[config.mk]
export PLATFORM = sky130hd
export DESIGN_NAME = tcc_channel
export DESIGN_NICKNAME = d
export VERILOG_FILES = /design/src/pkg/tcc_pkg.sv /design/src/pkg/tcc_flag_if.sv /design/src/tcc_pin_sync.sv /design/src/tcc_event_flags.sv /design/src/tcc_channel.sv
export SDC_FILE = /design/constraint.sdc
export NUM_CORES = 1
export LEC_CHECK = 0
export BUFFER_PORTS_ARGS = -buffer_cell sky130_fd_sc_hd__buf_4
export CELL_PAD_IN_SITES_DETAIL_PLACEMENT = 1
export CELL_PAD_IN_SITES_GLOBAL_PLACEMENT = 2
export CORE_ASPECT_RATIO = 1.4
export CORE_UTILIZATION = 35
export DETAILED_ROUTE_END_ITERATION = 8
export PLACE_DENSITY = 0.87
export RECOVER_POWER = 25
export REMOVE_ABC_BUFFERS = 1
export SYNTH_ARGS = -nofsm -noshare
export SYNTH_HDL_FRONTEND = slang
export SYNTH_SLANG_ARGS = --single-unit
export TNS_END_PERCENT = 10
[constraint.sdc]
create_clock -name i_clk_sys -period 4.5 [get_ports i_clk_sys]
set_input_delay 0.675 -clock i_clk_sys [delete_from_list [all_inputs] [get_ports i_clk_sys]]
set_output_delay 0.675 -clock i_clk_sys [all_outputs]
set_load 0.01 [all_outputs]
[src/pkg/tcc_pkg.sv]
// constants shared by the timer channel capture/compare block
// assumes a single 25 MHz peripheral clock and an apb register bus
package tcc_pkg;
  // =====================================================================
  // register map (byte addresses, one 32-bit word each)
  localparam logic [7:0] OFS_IO_CONTROL = 8'h00;
  localparam logic [7:0] OFS_EVENT_FLAGS = 8'h04;
  localparam logic [7:0] OFS_IRQ_ENABLES = 8'h08;
  localparam logic [7:0] OFS_GENERAL_REG_A = 8'h0c;
  localparam logic [7:0] OFS_GENERAL_REG_B = 8'h10;
  localparam logic [7:0] OFS_COUNTER = 8'h14;
  // =====================================================================
  // field positions and values
  localparam int IO_A_LSB = 0;
  localparam int IO_B_LSB = 4;
  localparam int FLAG_REG_A = 0;
  localparam int FLAG_REG_B = 1;
  localparam int FLAG_WRAP = 2;
  localparam logic [2:0] IO_CMP_OFF = 3'h0;
  localparam logic [2:0] IO_CMP_LOW = 3'h1;
  localparam logic [2:0] IO_CMP_HIGH = 3'h2;
  localparam logic [2:0] IO_CMP_TOGGLE = 3'h3;
  localparam logic [2:0] IO_CAP_RISE = 3'h4;
  localparam logic [2:0] IO_CAP_FALL = 3'h5;
  localparam logic [2:0] IO_CAP_BOTH = 3'h6;
  // =====================================================================
  // values after reset and fixed read-back bits
  localparam logic [7:0] RST_IO_CONTROL = 8'h08;
  localparam logic [7:0] IO_FIXED_ONES = 8'h08;
  localparam logic [7:0] FLAGS_FIXED_ONES = 8'h78;
  localparam logic [2:0] RST_FLAGS = 3'h0;
  localparam logic [2:0] RST_IRQ_ENABLES = 3'h0;
  localparam logic [15:0] RST_COUNTER = 16'h0000;
  localparam logic [15:0] RST_GENERAL_REG = 16'hffff;
  localparam logic [15:0] COUNTER_MAX = 16'hffff;
  localparam logic [15:0] COUNTER_MIN = 16'h0000;
  localparam int SYNC_STAGES = 3;
endpackage

[src/pkg/tcc_flag_if.sv]
// carries the event flag requests and bus strobes between the channel
// and its flag keeper; one clock domain only
`timescale 1ns/1ps
interface tcc_flag_if;
  logic [2:0] set;
  logic rd;
  logic wr;
  logic [2:0] wdata;
  logic dma_clr;
  logic [2:0] flags;
  modport keeper (input set, input rd, input wr, input wdata, input dma_clr, output flags);
  modport user (output set, output rd, output wr, output wdata, output dma_clr, input flags);
endinterface

[src/tcc_pin_sync.sv]
// three-stage synchroniser with edge pulses for one capture pin
// assumes the pin is asynchronous to i_clk_sys
`timescale 1ns/1ps
module tcc_pin_sync (
  input wire logic i_clk_sys, // peripheral clock
  input wire logic i_rst, // synchronous reset, active high
  input wire logic i_pin, // raw pin level
  output logic o_rise, // one-cycle pulse on an accepted rising edge
  output logic o_fall // one-cycle pulse on an accepted falling edge
);
  import tcc_pkg::*;
  logic [SYNC_STAGES-1:0] stage;
  logic level;

  // =====================================================================
  // capture chain; the first stage feeds only the second
  always_ff @(posedge i_clk_sys) begin
    if (i_rst) begin
      stage <= '0;
    end else begin
      stage <= {stage[SYNC_STAGES-2:0], i_pin};
    end
  end

  // a change counts only once stages two and three agree
  always_ff @(posedge i_clk_sys) begin
    if (i_rst) begin
      level <= 1'b0;
    end else if (stage[1] == stage[2]) begin
      level <= stage[2];
    end
  end

  assign o_rise = (stage[1] == stage[2]) && stage[2] && !level;
  assign o_fall = (stage[1] == stage[2]) && !stage[2] && level;
endmodule

[src/tcc_event_flags.sv]
// the three sticky event flags with read-then-write-zero clearing
// assumes rd pulses in a read setup cycle and wr at the apb write access edge
`timescale 1ns/1ps
module tcc_event_flags (
  input wire logic i_clk_sys, // peripheral clock
  input wire logic i_rst, // synchronous reset or standby, active high
  tcc_flag_if.keeper fl // set requests, bus strobes, flag levels
);
  import tcc_pkg::*;
  logic [2:0] armed;
  logic [2:0] clr;
  logic [2:0] next_flags;

  // a flag may clear by a bus write only after it was read as one
  always_ff @(posedge i_clk_sys) begin
    if (i_rst) begin
      armed <= '0;
    end else if (fl.rd) begin
      armed <= fl.flags; // RULE15
    end else if (fl.wr) begin
      armed <= '0;
    end
  end

  always_comb begin
    clr = {3{fl.wr}} & armed & ~fl.wdata; // RULE15
    clr[FLAG_REG_A] = clr[FLAG_REG_A] | fl.dma_clr; // RULE18
    next_flags = fl.set | (fl.flags & ~clr); // RULE20
  end

  always_ff @(posedge i_clk_sys) begin
    if (i_rst) begin
      fl.flags <= RST_FLAGS; // RULE11
    end else begin
      fl.flags <= next_flags;
    end
  end
endmodule

[src/tcc_channel.sv]
// one timer channel: counter, general registers a and b, capture and
// compare control, pin action, event flags and interrupt requests
// assumes an apb master on i_clk_sys and an external count tick source
//
// Summary of operation
// RULE1 - select 000: compare on register a, pin left undriven; reset value
// RULE2 - select 001: compare match on register a drives pin low
// RULE3 - select 010: compare match on register a drives pin high
// RULE4 - select 011: match toggles pin; channel 2 drives high instead
// RULE5 - after reset the compare pin stays low until first match
// RULE6 - select 100: register a captures counter on rising input edge
// RULE7 - select 101: register a captures counter on falling input edge
// RULE8 - select 110: register a captures counter on both input edges
// RULE9 - io control bit 3 always reads one; software writes one
// RULE10 - each set flag with its enable raises an interrupt request
// RULE11 - reset and standby clear flags; bits 6 to 3 read one
// RULE12 - flag register bits 6 to 3 read one; bit 7 undefined
// RULE13 - wrap flag sets on counter wrap up past all ones or down past zero
// RULE14 - downward wrap only possible while up/down counting is selected
// RULE15 - flag clears only by read as one then write zero; one never sets
// RULE16 - register b flag sets on b compare match or b capture
// RULE17 - register a flag sets on a compare match or a capture
// RULE18 - channels 0 to 3: dma start from a request clears a flag
// RULE19 - enable bits 2,1,0 gate wrap, b and a requests
// RULE20 - a set event in the clearing cycle leaves the flag set
// RULE21 - select 111 behaves as capture on both edges
//
// The implementer's own choices: the register addresses and the APB register port.
`timescale 1ns/1ps
module tcc_channel #(
  parameter int CHANNEL = 0 // channel index 0..4, shapes toggle and dma
) (
  input wire logic i_clk_sys, // peripheral clock, 25 MHz
  input wire logic i_rst, // synchronous reset, active high
  input wire logic i_standby, // standby entry, initialises registers
  input wire logic psel, // apb select
  input wire logic penable, // apb access phase
  input wire logic pwrite, // apb direction, high for write
  input wire logic [7:0] paddr, // apb byte address
  input wire logic [31:0] pwdata, // apb write data
  output logic [31:0] prdata, // apb read data, registered
  output logic pready, // apb ready
  output logic pslverr, // apb error on unmapped address
  input wire logic i_count_tick, // one-cycle count pulse from the clock select
  input wire logic i_updown_mode, // counter runs up/down (quadrature or complementary)
  input wire logic i_count_down, // direction while up/down, high counts down
  input wire logic i_dma_ack_a, // dma controller started on the register a request
  input wire logic i_pin_a, // channel pin a input level, asynchronous
  input wire logic i_pin_b, // channel pin b input level, asynchronous
  output logic o_pin_a, // channel pin a output level
  output logic o_pin_a_oe_n, // pin a output enable, low while driving
  output logic o_pin_b, // channel pin b output level
  output logic o_pin_b_oe_n, // pin b output enable, low while driving
  output logic o_reg_a_irq, // register a interrupt request
  output logic o_reg_b_irq, // register b interrupt request
  output logic o_wrap_irq // counter wrap interrupt request
);
  import tcc_pkg::*;

  // =====================================================================
  // helpers
  function automatic logic is_capture(input logic [2:0] sel);
    return sel[2]; // RULE21
  endfunction

  function automatic logic capture_hit(input logic [2:0] sel, input logic rise,
                                       input logic fall);
    logic hit;
    hit = 1'b0;
    case (sel)
      IO_CAP_RISE: hit = rise; // RULE6
      IO_CAP_FALL: hit = fall; // RULE7
      IO_CAP_BOTH: hit = rise | fall; // RULE8
      default: hit = sel[2] & (rise | fall); // RULE21
    endcase
    return hit;
  endfunction

  function automatic logic pin_after_match(input logic [2:0] sel, input logic cur);
    logic v;
    v = cur;
    case (sel)
      IO_CMP_LOW: v = 1'b0; // RULE2
      IO_CMP_HIGH: v = 1'b1; // RULE3
      IO_CMP_TOGGLE: v = (CHANNEL == 2) ? 1'b1 : ~cur; // RULE4
      default: v = cur;
    endcase
    return v;
  endfunction

  // =====================================================================
  // state
  logic init;
  logic [2:0] io_sel_a;
  logic [2:0] io_sel_b;
  logic io_bit7;
  logic [2:0] irq_en;
  logic [15:0] channel_counter;
  logic [15:0] general_reg_a;
  logic [15:0] general_reg_b;
  logic counter_moved;
  logic pin_a_level;
  logic pin_b_level;
  logic rise_a;
  logic fall_a;
  logic rise_b;
  logic fall_b;
  logic wr_acc;
  logic rd_acc;
  logic mapped;
  logic count_dn;
  logic wrap_evt;
  logic match_a;
  logic match_b;
  logic cap_a;
  logic cap_b;
  logic [15:0] next_counter;
  logic [31:0] next_rdata;

  tcc_flag_if fl ();

  assign init = i_rst | i_standby; // RULE11

  // =====================================================================
  // apb slave: zero wait states, read data registered in setup
  assign wr_acc = psel & penable & pwrite;
  // reads act in setup: prdata and the flag arming see the same flag levels
  assign rd_acc = psel & ~penable & ~pwrite;
  assign pready = psel & penable;
  always_comb begin
    case (paddr)
      OFS_IO_CONTROL, OFS_EVENT_FLAGS, OFS_IRQ_ENABLES, OFS_GENERAL_REG_A,
      OFS_GENERAL_REG_B, OFS_COUNTER: mapped = 1'b1;
      default: mapped = 1'b0;
    endcase
  end
  assign pslverr = psel & penable & ~mapped;

  always_comb begin
    next_rdata = 32'h0000_0000;
    case (paddr)
      OFS_IO_CONTROL: next_rdata[7:0] = {io_bit7, io_sel_b, 1'b0, io_sel_a} | IO_FIXED_ONES; // RULE9
      OFS_EVENT_FLAGS: next_rdata[7:0] = {5'h00, fl.flags} | FLAGS_FIXED_ONES; // RULE12
      OFS_IRQ_ENABLES: next_rdata[7:0] = {5'h00, irq_en} | FLAGS_FIXED_ONES;
      OFS_GENERAL_REG_A: next_rdata[15:0] = general_reg_a;
      OFS_GENERAL_REG_B: next_rdata[15:0] = general_reg_b;
      OFS_COUNTER: next_rdata[15:0] = channel_counter;
      default: next_rdata = 32'h0000_0000;
    endcase
  end

  always_ff @(posedge i_clk_sys) begin
    if (i_rst) begin
      prdata <= 32'h0000_0000;
    end else if (rd_acc) begin
      prdata <= next_rdata;
    end
  end

  // =====================================================================
  // control registers; bit 7 of the io control keeps what was written
  always_ff @(posedge i_clk_sys) begin
    if (init) begin
      io_sel_a <= RST_IO_CONTROL[IO_A_LSB +: 3]; // RULE1
      io_sel_b <= RST_IO_CONTROL[IO_B_LSB +: 3];
      io_bit7 <= RST_IO_CONTROL[7];
    end else if (wr_acc && paddr == OFS_IO_CONTROL) begin
      io_sel_a <= pwdata[IO_A_LSB +: 3];
      io_sel_b <= pwdata[IO_B_LSB +: 3];
      io_bit7 <= pwdata[7];
    end
  end

  always_ff @(posedge i_clk_sys) begin
    if (init) begin
      irq_en <= RST_IRQ_ENABLES;
    end else if (wr_acc && paddr == OFS_IRQ_ENABLES) begin
      irq_en <= pwdata[2:0]; // RULE19
    end
  end

  // =====================================================================
  // counter; downward steps only while up/down counting is selected
  assign count_dn = i_updown_mode & i_count_down; // RULE14
  assign wrap_evt = i_count_tick & (count_dn ? (channel_counter == COUNTER_MIN)
                                             : (channel_counter == COUNTER_MAX)); // RULE13
  assign next_counter = count_dn ? channel_counter - 16'h0001 : channel_counter + 16'h0001;

  always_ff @(posedge i_clk_sys) begin
    if (init) begin
      channel_counter <= RST_COUNTER;
    end else if (i_count_tick) begin
      channel_counter <= next_counter;
    end else if (wr_acc && paddr == OFS_COUNTER) begin
      channel_counter <= pwdata[15:0];
    end
  end

  // compare fires once per counter step, not for every cycle it sits equal
  always_ff @(posedge i_clk_sys) begin
    if (init) begin
      counter_moved <= 1'b0;
    end else begin
      counter_moved <= i_count_tick;
    end
  end

  // =====================================================================
  // capture inputs and compare matches
  tcc_pin_sync u_sync_a (
    .i_clk_sys(i_clk_sys),
    .i_rst(init),
    .i_pin(i_pin_a),
    .o_rise(rise_a),
    .o_fall(fall_a)
  );

  tcc_pin_sync u_sync_b (
    .i_clk_sys(i_clk_sys),
    .i_rst(init),
    .i_pin(i_pin_b),
    .o_rise(rise_b),
    .o_fall(fall_b)
  );

  assign match_a = !is_capture(io_sel_a) && counter_moved && channel_counter == general_reg_a;
  assign match_b = !is_capture(io_sel_b) && counter_moved && channel_counter == general_reg_b;
  assign cap_a = capture_hit(io_sel_a, rise_a, fall_a);
  assign cap_b = capture_hit(io_sel_b, rise_b, fall_b);

  // a capture in the same cycle as a software write wins, it is the event
  always_ff @(posedge i_clk_sys) begin
    if (init) begin
      general_reg_a <= RST_GENERAL_REG;
    end else if (cap_a) begin
      general_reg_a <= channel_counter; // RULE6 RULE7 RULE8
    end else if (wr_acc && paddr == OFS_GENERAL_REG_A) begin
      general_reg_a <= pwdata[15:0];
    end
  end

  always_ff @(posedge i_clk_sys) begin
    if (init) begin
      general_reg_b <= RST_GENERAL_REG;
    end else if (cap_b) begin
      general_reg_b <= channel_counter;
    end else if (wr_acc && paddr == OFS_GENERAL_REG_B) begin
      general_reg_b <= pwdata[15:0];
    end
  end

  // =====================================================================
  // pin action; level stays low from reset until the first match
  always_ff @(posedge i_clk_sys) begin
    if (init) begin
      pin_a_level <= 1'b0; // RULE5
    end else if (match_a) begin
      pin_a_level <= pin_after_match(io_sel_a, pin_a_level); // RULE2 RULE3 RULE4
    end
  end

  always_ff @(posedge i_clk_sys) begin
    if (init) begin
      pin_b_level <= 1'b0;
    end else if (match_b) begin
      pin_b_level <= pin_after_match(io_sel_b, pin_b_level);
    end
  end

  assign o_pin_a = pin_a_level;
  assign o_pin_a_oe_n = is_capture(io_sel_a) | (io_sel_a == IO_CMP_OFF); // RULE1
  assign o_pin_b = pin_b_level;
  assign o_pin_b_oe_n = is_capture(io_sel_b) | (io_sel_b == IO_CMP_OFF);

  // =====================================================================
  // event flags and requests
  assign fl.set[FLAG_REG_A] = match_a | cap_a; // RULE17
  assign fl.set[FLAG_REG_B] = match_b | cap_b; // RULE16
  assign fl.set[FLAG_WRAP] = wrap_evt; // RULE13
  assign fl.rd = rd_acc && paddr == OFS_EVENT_FLAGS;
  assign fl.wr = wr_acc && paddr == OFS_EVENT_FLAGS;
  assign fl.wdata = pwdata[2:0];
  // channel 4 has no dma path for its register a request
  assign fl.dma_clr = (CHANNEL < 4) ? i_dma_ack_a : 1'b0; // RULE18

  tcc_event_flags u_flags (
    .i_clk_sys(i_clk_sys),
    .i_rst(init),
    .fl(fl.keeper)
  );

  assign o_reg_a_irq = fl.flags[FLAG_REG_A] & irq_en[FLAG_REG_A]; // RULE10 RULE19
  assign o_reg_b_irq = fl.flags[FLAG_REG_B] & irq_en[FLAG_REG_B]; // RULE10 RULE19
  assign o_wrap_irq = fl.flags[FLAG_WRAP] & irq_en[FLAG_WRAP]; // RULE10 RULE19
endmodule

==> reports/metrics.yaml, run 1 <==
synthCells: 739
coreArea_mm2: 0.0157
grt_use_total: 0.232
clk_pin_slew_ns: 0.07
rsz0062_at_grt: "no"
synth.area.top_cells: "dfxtp_1 32%, nand2_1 6.4%, nor2_1 6.1%"
synth-main-ff-cell: "dfxtp_1"
via_count: 5582
violations: "capacitance limit, slew limit"
syn_to_final_growth_pct: 12.0
criticalPathCategory: "primary input to flop"
worst_pin_slew_ns: 2.64
crit_cells: 5
finalHoldViolations: 0
clock_skew_ns: 0.00898
ctsHoldBuffers: 0
synth_edf_count: 0
drv_slew: 77
cp_top_family: "simple AND/OR/NAND/NOR gates"
critPathRequiredTime_ns: 4.63
setup_tns_ns: 0
synth_common_cells: "96 x nand2_1, 92 x nor2_1, 91 x dfxtp_1"
clock_sinks: 91
cts_made_buffers: 9
drive_gt1_frac: 0.118
min_path_type: "flop to flop"
drt_wl_total_um: 19000
die-area_mm2: 0.0166
cp.arrival_ns: 3.29
port_buffers: 60
critPathSlowestCell: "or2_0"
postRouteAntennaNets: 0
cts_root_buf: "clkbuf_16"
initial_core_util: 0.359
die_h_um: 152
yosysTopAreaCell: "dfxtp_1"
grt_pass1_vias: 5597
netlist_area_mm2: 0.00563
final_util: 0.402
path_buf_inv: 1
grt_overflow: 0
ir_drop_v: 0.000160
worstPathMaxFanout: 37
fmax_ghz: 0.316
drc: 0
status: "complete, but fails checks"
async_flop_share: 0
final_nets: 816
path_cells: "buf_4, or2_0, nor2_1, nand4_1, o31ai_1"
yosysMostFrequentCell: "nand2_1"
yosysWarnings: 0
antenna_found_initial: 0
p_per_area_mw_per_mm2: 289
hold_ws_ns: 0.436
hpwl_um: 13800
routabilityCongestion: 0.808
htree_levels: 3
insertion_delay_ns: 0.35
synth_area_per_cell_um2: 7.62
yosys_register_bits: 91
r2r_cells: 6
grt_pass1_wl_um: 29700
critPathCaptureType: "flop"
vias_per_cell: 5.81
ys_types: 69
yosysSeqAreaShare: 0.324
max-slew-margin-rel: -0.759
drv_cap: 2
grt_max_degree: 39
hold_depth: 1
row_count: 54
min_period_over_period: 0.704
diodes: 0
final.min_clock_period_ns: 3.17
cts_setup_buffers: 0
power_mw: 1.82
ctsResizeCount: 0
die_width_um: 109
setup_viol: 0
synth.top_cell.area_share: 0.324
first_pass_iters: 5
wl_per_cell_um: 19.8
p_leak_nw: 2.34
start_kind: "primary input"
ios: 93
clock_path_buffers: 2
first_iter_violations: 323
cts_tree: "yes"
max_stage_delay_ns: 1.91
[report_power, final]
part / leakage, nW / switching, mW / total [mW] / internal, mW
clock network: 0.143 / 0.326 / 0.814 / 0.488
registers: 0.736 / 0.0171 / 0.829 / 0.812
logic: 1.46 / 0.112 / 0.179 / 0.0672
total: 2.34 / 0.455 / 1.82 / 1.37
[area by class of cell]
type                            count  area, µm²
Clock buffer                       12        236
Clock inverter                      4       75.1
Fill cell                        1925       9370
Inverter                            8       30.0
Multi-Input combinational cell    582       3470
Sequential cell                    91       1820
Tap cell                          196        245
Timing Repair Buffer               67        432
[stage by stage]
stage	cell area, µm²	instances	setup slack, ns
2_1_floorplan	5320	681	1.57
3_3_place_gp	6070	944	1.28
3_5_place_dp	6070	944	1.24
4_1_cts	6380	960	1.62
5_1_grt	6310	960	1.07
6_report	6310	960	1.33
[registers in the layout (all words and copies together) (netlist names)]
name	cells
io_bit7	1
u_sync_a.stage	3
prdata	16
u_sync_b.level	1
io_sel_b	3
u_flags.armed	3
general_reg_b	16
channel_counter	16
u_flags.fl.flags	3
o_pin_b	1
u_sync_b.stage	3
irq_en	3
o_pin_a	1
io_sel_a	3
general_reg_a	16
u_sync_a.level	1
counter_moved	1
[per-layer routing]
layer  global-route usage  up-vias  wire length (µm)
met5                    0        -                 0
met4                0.109        0               680
met3               0.0279       42               745
met2                0.410      165              9910
met1                0.272     2743              7680
li1                     -     2632                 -
[cells by family (layout without fill, tap and decap cells)]
kind of cell | count (synthesis) | after routing | share of synthesized area
flops | 91 | 91 | 0.324
compound gates | 166 | 166 | 0.197
fa+ha+maj | 5 | 5 | 0.0111
buf+inv | 81 | 91 | 0.0709
xor+xnor | 36 | 36 | 0.0560
other cells | 1 | 16 | 0.000666
simple gates | 337 | 337 | 0.297
mux | 22 | 22 | 0.0434
[layout by cell type, fill, tap and decap left out, types with 12 or more instances in the layout]
cell type   n
nand2_1    96
and3_1     40
conb_1     16
o21ai_1    33
mux2i_1    12
nor3_1     18
o21ai_0    17
buf_4      48
xor2_1     17
xnor2_1    19
a21oi_1    34
dfxtp_1    91
nor2_1     91
a22oi_1    14
nand3_1    22
clkbuf_1   22
[path summary, 6_finish.rpt]
kind                                        start                          endpoint  slack, ns
hold / removal       u_sync_a.stage[0]$_SDFF_PP0_      u_sync_a.stage[1]$_SDFF_PP0_       0.44
setup / recovery                            i_rst  channel_counter[14]$_SDFFE_PP0P_       1.33
setup reg to reg  channel_counter[6]$_SDFFE_PP0P_              o_pin_a$_SDFFE_PP0P_       1.61
hold reg to reg      u_sync_a.stage[0]$_SDFF_PP0_      u_sync_a.stage[1]$_SDFF_PP0_       0.44
Power figures use the tool's default switching activity.
==> run 2, diff against run 1 <==
--- a/config.mk
+++ b/config.mk
@@ -9,9 +9,9 @@
 export CELL_PAD_IN_SITES_DETAIL_PLACEMENT = 1
 export CELL_PAD_IN_SITES_GLOBAL_PLACEMENT = 2
 export CORE_ASPECT_RATIO = 1.4
-export CORE_UTILIZATION = 35
+export CORE_UTILIZATION = 29
 export DETAILED_ROUTE_END_ITERATION = 8
-export PLACE_DENSITY = 0.87
+export PLACE_DENSITY = 0.77
 export RECOVER_POWER = 25
 export REMOVE_ABC_BUFFERS = 1
 export SYNTH_ARGS = -nofsm -noshare
==> constraint.sdc (replaced) <==
create_clock -name i_clk_sys -period 2.91 [get_ports i_clk_sys]
set_input_delay 0.4365 -clock i_clk_sys [delete_from_list [all_inputs] [get_ports i_clk_sys]]
set_output_delay 0.4365 -clock i_clk_sys [all_outputs]
set_load 0.01 [all_outputs]
==> reports/metrics.yaml, run 2 (same netlist as run 1, synthesis figures left out) <==
hpwl_um: 15000  # +9.0%
vias_per_cell: 5.48  # -5.7%
final_nets: 841  # +3.1%
path_cells: "and4bb_2, a22oi_1, nor4_1, o41ai_1, mux2_2, a21oi_1"
rsz0062_at_grt: "no"
worstPathMaxFanout: 9  # -76%
clock_path_buffers: 2  # unchanged
p_seq_frac: 0.445  # -0.010
clock_skew_ns: 0.00793  # -0.00105 ns
power_mw: 2.86  # +57%
postRouteAntennaNets: 0  # unchanged
drv_slew: 77  # unchanged
critPathRequiredTime_ns: 3.15  # -1.48 ns
cp_top_family: "compound AO/OA/AOI/OAI gates"
cts_made_buffers: 9  # unchanged
register_area_mm2: 0.00182  # unchanged
die-area_mm2: 0.0200  # +20%
placed_area_mm2: 0.00634  # +4.5%
cts_root_buf: "clkbuf_16"
syn_to_final_growth_pct: 17.0
first_pass_iters: 5  # unchanged
violations: "capacitance limit, slew limit"
htree_levels: 3  # unchanged
final_cell_area_mm2: 0.00658  # +4.4%
multi_input_area_mm2: 0.00347  # unchanged
first_iter_violations: 318  # -1.5%
finalHoldViolations: 0  # unchanged
wl_per_cell_um: 19.6  # -0.94%
initial_core_util: 0.299  # -0.0601
p_per_area_mw_per_mm2: 434  # +50%
clkPwrFrac: 0.447  # about the same
row_count: 59  # +9.3%
final_common_cell: "nand2_1"
grt_max_degree: 39  # unchanged
max_stage_delay_ns: 0.58  # -1.33 ns
fmax_ghz: 0.399
worst_pin_slew_ns: 1.74  # -0.898 ns
critPathCaptureType: "flop"
insertion_delay_ns: 0.35  # about the same
ctsHoldBuffers: 0  # unchanged
path_buf_inv: 0  # -1
status: "complete, but fails checks"
coreArea_mm2: 0.0188  # +20%
criticalPathCategory: "flop to flop"
pwr-share-comb: 0.108  # +0.010
critPathSlowestCell: "dfxtp_1"
p_int_mw: 2.12  # +55%
die_h_um: 167  # +9.7%
fill_cells: 2295  # +19%
min_path_type: "primary input to flop"
p_sw_frac: 0.256  # +0.00657
drive_gt1_frac: 0.148  # +0.0307
grt_overflow: 0  # unchanged
ios: 93  # unchanged
port_buffers: 60  # unchanged
setup_tns_ns: 0  # unchanged
drt_wl_total_um: 20300  # +6.5%
hold_ws_ns: 0.288  # -0.148 ns
start_kind: "flop"
cts_tree: "yes"
ir_drop_v: 0.000247  # +55%
layoutNonFillerInstCount: 1032  # +7.5%
setup_viol: 0  # unchanged
layout_common_cells: "96 x nand2_1, 91 x nor2_1, 91 x dfxtp_1, 71 x buf_4, 40 x and3_1"
drv_cap: 2  # unchanged
cp.arrival_ns: 2.75  # -0.54 ns
final.min_clock_period_ns: 2.51
p_leak_nw: 2.49  # +6.2%
ctsResizeCount: 0  # unchanged
clk_pin_slew_ns: 0.07  # about the same
dpl.cell_count: 1017  # +7.7%
power.switching_mw: 0.732  # +61%
drc: 0  # unchanged
diodes: 0  # unchanged
grt_pass1_vias: 6014  # +7.5%
cts_setup_buffers: 0  # unchanged
grt_pass1_wl_um: 32000  # +7.8%
antenna_found_initial: 0  # unchanged
clock_sinks: 91  # unchanged
grt_use_total: 0.206  # -0.0259
die_width_um: 120  # +9.7%
max-slew-margin-rel: -0.160  # +0.599
min_period_over_period: 0.861
routabilityCongestion: 0.909  # +12%
via_count: 5656  # +1.3%
-- run 2: cell count changes in the layout (fill, tap and decap cells not counted), sizes merged --
cell and delta:
buf +25, clkinv +2, clkbuf -3, inv +1, clkinvlp -1
-- run 2: stage by stage --
stage               setup slack [ns]  utilization
global placement               0.316        0.337
CTS                            0.424        0.353
detailed placement             0.268        0.337
floorplan                      0.220            -
global route                   0.271        0.350
finish                         0.404        0.350
-- run 2: worst paths after layout --
check	startpoint	end	slack, ns	cells past startpoint
setup reg to reg	channel_counter[9]$_SDFFE_PP0P_	channel_counter[13]$_SDFFE_PP0P_	0.40	6
hold reg to reg	u_sync_a.stage[0]$_SDFF_PP0_	u_sync_a.stage[1]$_SDFF_PP0_	0.44	1
hold / removal	i_pin_a	u_sync_a.stage[0]$_SDFF_PP0_	0.29	2
setup / recovery	channel_counter[9]$_SDFFE_PP0P_	channel_counter[13]$_SDFFE_PP0P_	0.40	6
-- run 2: area by class of cell --
type | instances | area share
multi-input combinational | 582 | 0.527
clock buffer | 9 | 0.0342
inverter | 8 | 0.00456
sequential | 91 | 0.277
clock inverter | 6 | 0.0137
timing repair buffer | 92 | 0.0979
tap | 244 | 0.0464
-- run 2: per-layer routing --
| layer | vias to the layer above | share of wire | global-route usage |
|---|---|---|---|
| met5 | - | 0 | 0 |
| met4 | 0 | 0.037 | 0.0984 |
| met3 | 41 | 0.046 | 0.0298 |
| met2 | 147 | 0.52 | 0.383 |
| met1 | 2788 | 0.39 | 0.225 |
| li1 | 2680 | - | - |
-- run 2: worst reg2reg max path: cells and delay by family, from the launching register on --
family | cells | cell delay [ns]
AND/OR/NAND/NOR | 2 | 0.43
multiplexers | 1 | 0.38
AO/OA/AOI/OAI | 3 | 1.02
flip-flops | 1 | 0.58
-- run 2: power groups by stage --
stage | Combinational [mW] | Clock (mW) | Sequential, mW
after global routing | 0.336 | 1.35 | 1.27
after CTS | 0.312 | 1.29 | 1.27
final | 0.308 | 1.28 | 1.27
after global placement | 0.302 | 0 | 1.30
after floorplan | 0.149 | 0 | 1.30
after detailed placement | 0.310 | 0 | 1.30
==> run 3, diff against run 2 <==
--- a/config.mk
+++ b/config.mk
@@ -5,13 +5,13 @@
 export SDC_FILE = /design/constraint.sdc
 export NUM_CORES = 1
 export LEC_CHECK = 0
-export BUFFER_PORTS_ARGS = -buffer_cell sky130_fd_sc_hd__buf_4
 export CELL_PAD_IN_SITES_DETAIL_PLACEMENT = 1
 export CELL_PAD_IN_SITES_GLOBAL_PLACEMENT = 2
 export CORE_ASPECT_RATIO = 1.4
-export CORE_UTILIZATION = 29
+export CORE_UTILIZATION = 33
 export DETAILED_ROUTE_END_ITERATION = 8
-export PLACE_DENSITY = 0.77
+export DONT_BUFFER_PORTS = 1
+export PLACE_DENSITY = 0.78
 export RECOVER_POWER = 25
 export REMOVE_ABC_BUFFERS = 1
 export SYNTH_ARGS = -nofsm -noshare
==> reports/metrics.yaml, run 3 (same netlist as run 1, synthesis figures left out) <==
multi_input_area_mm2: 0.00346  # about the same
die-area_mm2: 0.0176  # -12%
drv_cap: 0  # -2
rr_startpoint: "channel_counter[7]$_SDFFE_PP0P_"
grt_pass1_vias: 5547  # -7.8%
min_path_type: "primary input to flop"
grt_use_total: 0.230  # +0.0238
clock_path_buffers: 2  # unchanged
min_period_over_period: 0.868  # +0.00706
finalHoldViolations: 0  # unchanged
max_stage_delay_ns: 0.62  # +0.04 ns
row_count: 56  # -5.1%
worstPathMaxFanout: 11  # +2
drc: 2  # +2
fmax_ghz: 0.396  # -0.81%
clock_sinks: 91  # unchanged
placed_area_mm2: 0.00577  # -9.0%
max-slew-margin-rel: 0.0777  # +0.238
final_cell_area_mm2: 0.00605  # -8.1%
insertion_delay_ns: 0.35  # about the same
worstReg2RegEnd: "channel_counter[13]$_SDFFE_PP0P_"
rsz0062_at_grt: "no"
coreArea_mm2: 0.0167  # -11%
routabilityCongestion: 0.849  # -6.5%
wl_per_cell_um: 21.3  # +8.7%
path_cells: "nor2_1, a22oi_1, nor4_1, o41ai_1, mux2_2, a21oi_1"
vias_per_cell: 5.86  # +6.9%
status: "complete, but fails checks"
hold_ws_ns: 0.152  # -0.136 ns
cts_setup_buffers: 0  # unchanged
p_leak_nw: 2.22  # -11%
endpoint: "channel_counter[13]$_SDFFE_PP0P_"
ios: 93  # unchanged
clk_pin_slew_ns: 0.07  # about the same
cts_made_buffers: 9  # unchanged
worst_pin_slew_ns: 1.38  # -0.362 ns
drv_slew: 0  # -100%
critPathRequiredTime_ns: 3.18  # +0.03 ns
cts_tree: "yes"
ir_drop_v: 0.000234  # -5.3%
layout_common_cells: "96 x nand2_1, 92 x nor2_1, 91 x dfxtp_1, 40 x and3_1, 34 x a21oi_1"
port_buffers: 0  # -100%
cp_top_family: "compound AO/OA/AOI/OAI gates"
postRouteAntennaNets: 0  # unchanged
final_common_cell: "nand2_1"
drive_gt1_frac: 0.0954  # -0.0530
use_met1: 0.253  # +0.0277
fill_cells: 2063  # -10%
grtUsageMet2: 0.423  # +0.0404
grt_pass1_wl_um: 30800  # -3.6%
register_area_mm2: 0.00182  # unchanged
p_per_area_mw_per_mm2: 437  # +0.65%
grt_max_degree: 38  # -2.6%
criticalPathCategory: "flop to flop"
cp.arrival_ns: 2.80  # +0.05 ns
r2r_cells: 6  # unchanged
gr-max-usage-layer: "met2"
drt_wl_total_um: 19800  # -2.4%
crit_start: "channel_counter[7]$_SDFFE_PP0P_"
setup_tns_ns: 0  # unchanged
crit_cells: 6  # unchanged
final_nets: 775  # -7.8%
final.min_clock_period_ns: 2.53  # +0.0205 ns
via_count: 5425  # -4.1%
violations: "DRC"
first_iter_violations: 305  # -4.1%
clock_skew_ns: 0.00962  # +0.00169 ns
setup_viol: 0  # unchanged
grt_overflow: 0  # unchanged
diodes: 0  # unchanged
antenna_found_initial: 0  # unchanged
ctsHoldBuffers: 0  # unchanged
start_kind: "flop"
grt_use_met3: 0.0376  # +0.00777
die_width_um: 112  # -6.2%
syn_to_final_growth_pct: 7.54
critPathSlowestCell: "dfxtp_1"
rrSetupSlack_ns: 0.38  # -0.02 ns
ctsResizeCount: 0  # unchanged
cts_root_buf: "clkbuf_16"
htree_levels: 3  # unchanged
initial_core_util: 0.336  # +0.0371
hpwl_um: 14800  # -1.7%
first_pass_iters: 8  # +3
die_h_um: 157  # -6.2%
path_buf_inv: 0  # unchanged
critPathCaptureType: "flop"
[run 3: cell types whose count changed in the layout (fill, tap and decap cells not counted), moves of 2 or more]
cell | previous run | this run
clkbuf_1 | 19 | 2
bufinv_16 | 2 | 0
buf_4 | 71 | 25
buf_12 | 2 | 0
clkbuf_8 | 0 | 3
and2_1 | 4 | 7
and2_0 | 6 | 3
[run 3: worst register-to-register path, stage by stage, from the launching register on]
cell     delay [ns]
dfxtp_1        0.62
nor2_1         0.20
a22oi_1        0.54
nor4_1         0.14
o41ai_1        0.43
mux2_2         0.39
a21oi_1        0.12
[run 3: worst min-delay path by stage]
stage | startpoint | endpoint | slack, ns | cells past startpoint
after floorplan | u_sync_a.stage[0]$_SDFF_PP0_ | u_sync_a.stage[1]$_SDFF_PP0_ | 0.41 | 1
after global routing | i_rst | prdata[4]$_SDFFE_PP0P_ | 0.15 | 1
after global placement | u_sync_a.stage[0]$_SDFF_PP0_ | u_sync_a.stage[1]$_SDFF_PP0_ | 0.41 | 1
final | i_rst | prdata[2]$_SDFFE_PP0P_ | 0.15 | 1
after detailed placement | u_sync_b.stage[0]$_SDFF_PP0_ | u_sync_b.stage[1]$_SDFF_PP0_ | 0.42 | 1
after CTS | i_rst | prdata[2]$_SDFFE_PP0P_ | 0.15 | 1
[run 3: cell type report]
class / count / share of cell area
Tap cell: 203 / 0.0420
Sequential cell: 91 / 0.301
Timing Repair Buffer: 26 / 0.0316
Multi-Input combinational cell: 582 / 0.572
Clock inverter: 3 / 0.00351
Clock buffer: 13 / 0.0447
Inverter: 8 / 0.00496
[run 3: report_power, final]
group          switching (mW)  total (mW)  leakage [nW]  internal, mW
clock                   0.500        1.15         0.142         0.650
combinational           0.136       0.217          1.34        0.0818
sequential             0.0196        1.28         0.736          1.26
total                   0.655        2.64          2.22          1.99
[run 3: metal layers]
metal,up-vias,routed length (µm)
met5,-,0
met4,0,873
met3,50,802
met2,143,10400
met1,2684,7720
li1,2548,-
[run 3: through the flow]
| step | setup WS (ns) | utilization | power (mW) | instances |
|---|---|---|---|---|
| 2_1_floorplan | 0.220 | - | 1.45 | 681 |
| 3_3_place_gp | 0.269 | 0.344 | 1.51 | 910 |
| 3_5_place_dp | 0.221 | 0.344 | 1.52 | 910 |
| 4_1_cts | 0.377 | 0.362 | 2.67 | 926 |
| 5_1_grt | 0.225 | 0.361 | 2.73 | 926 |
| 6_report | 0.384 | 0.361 | 2.64 | 926 |
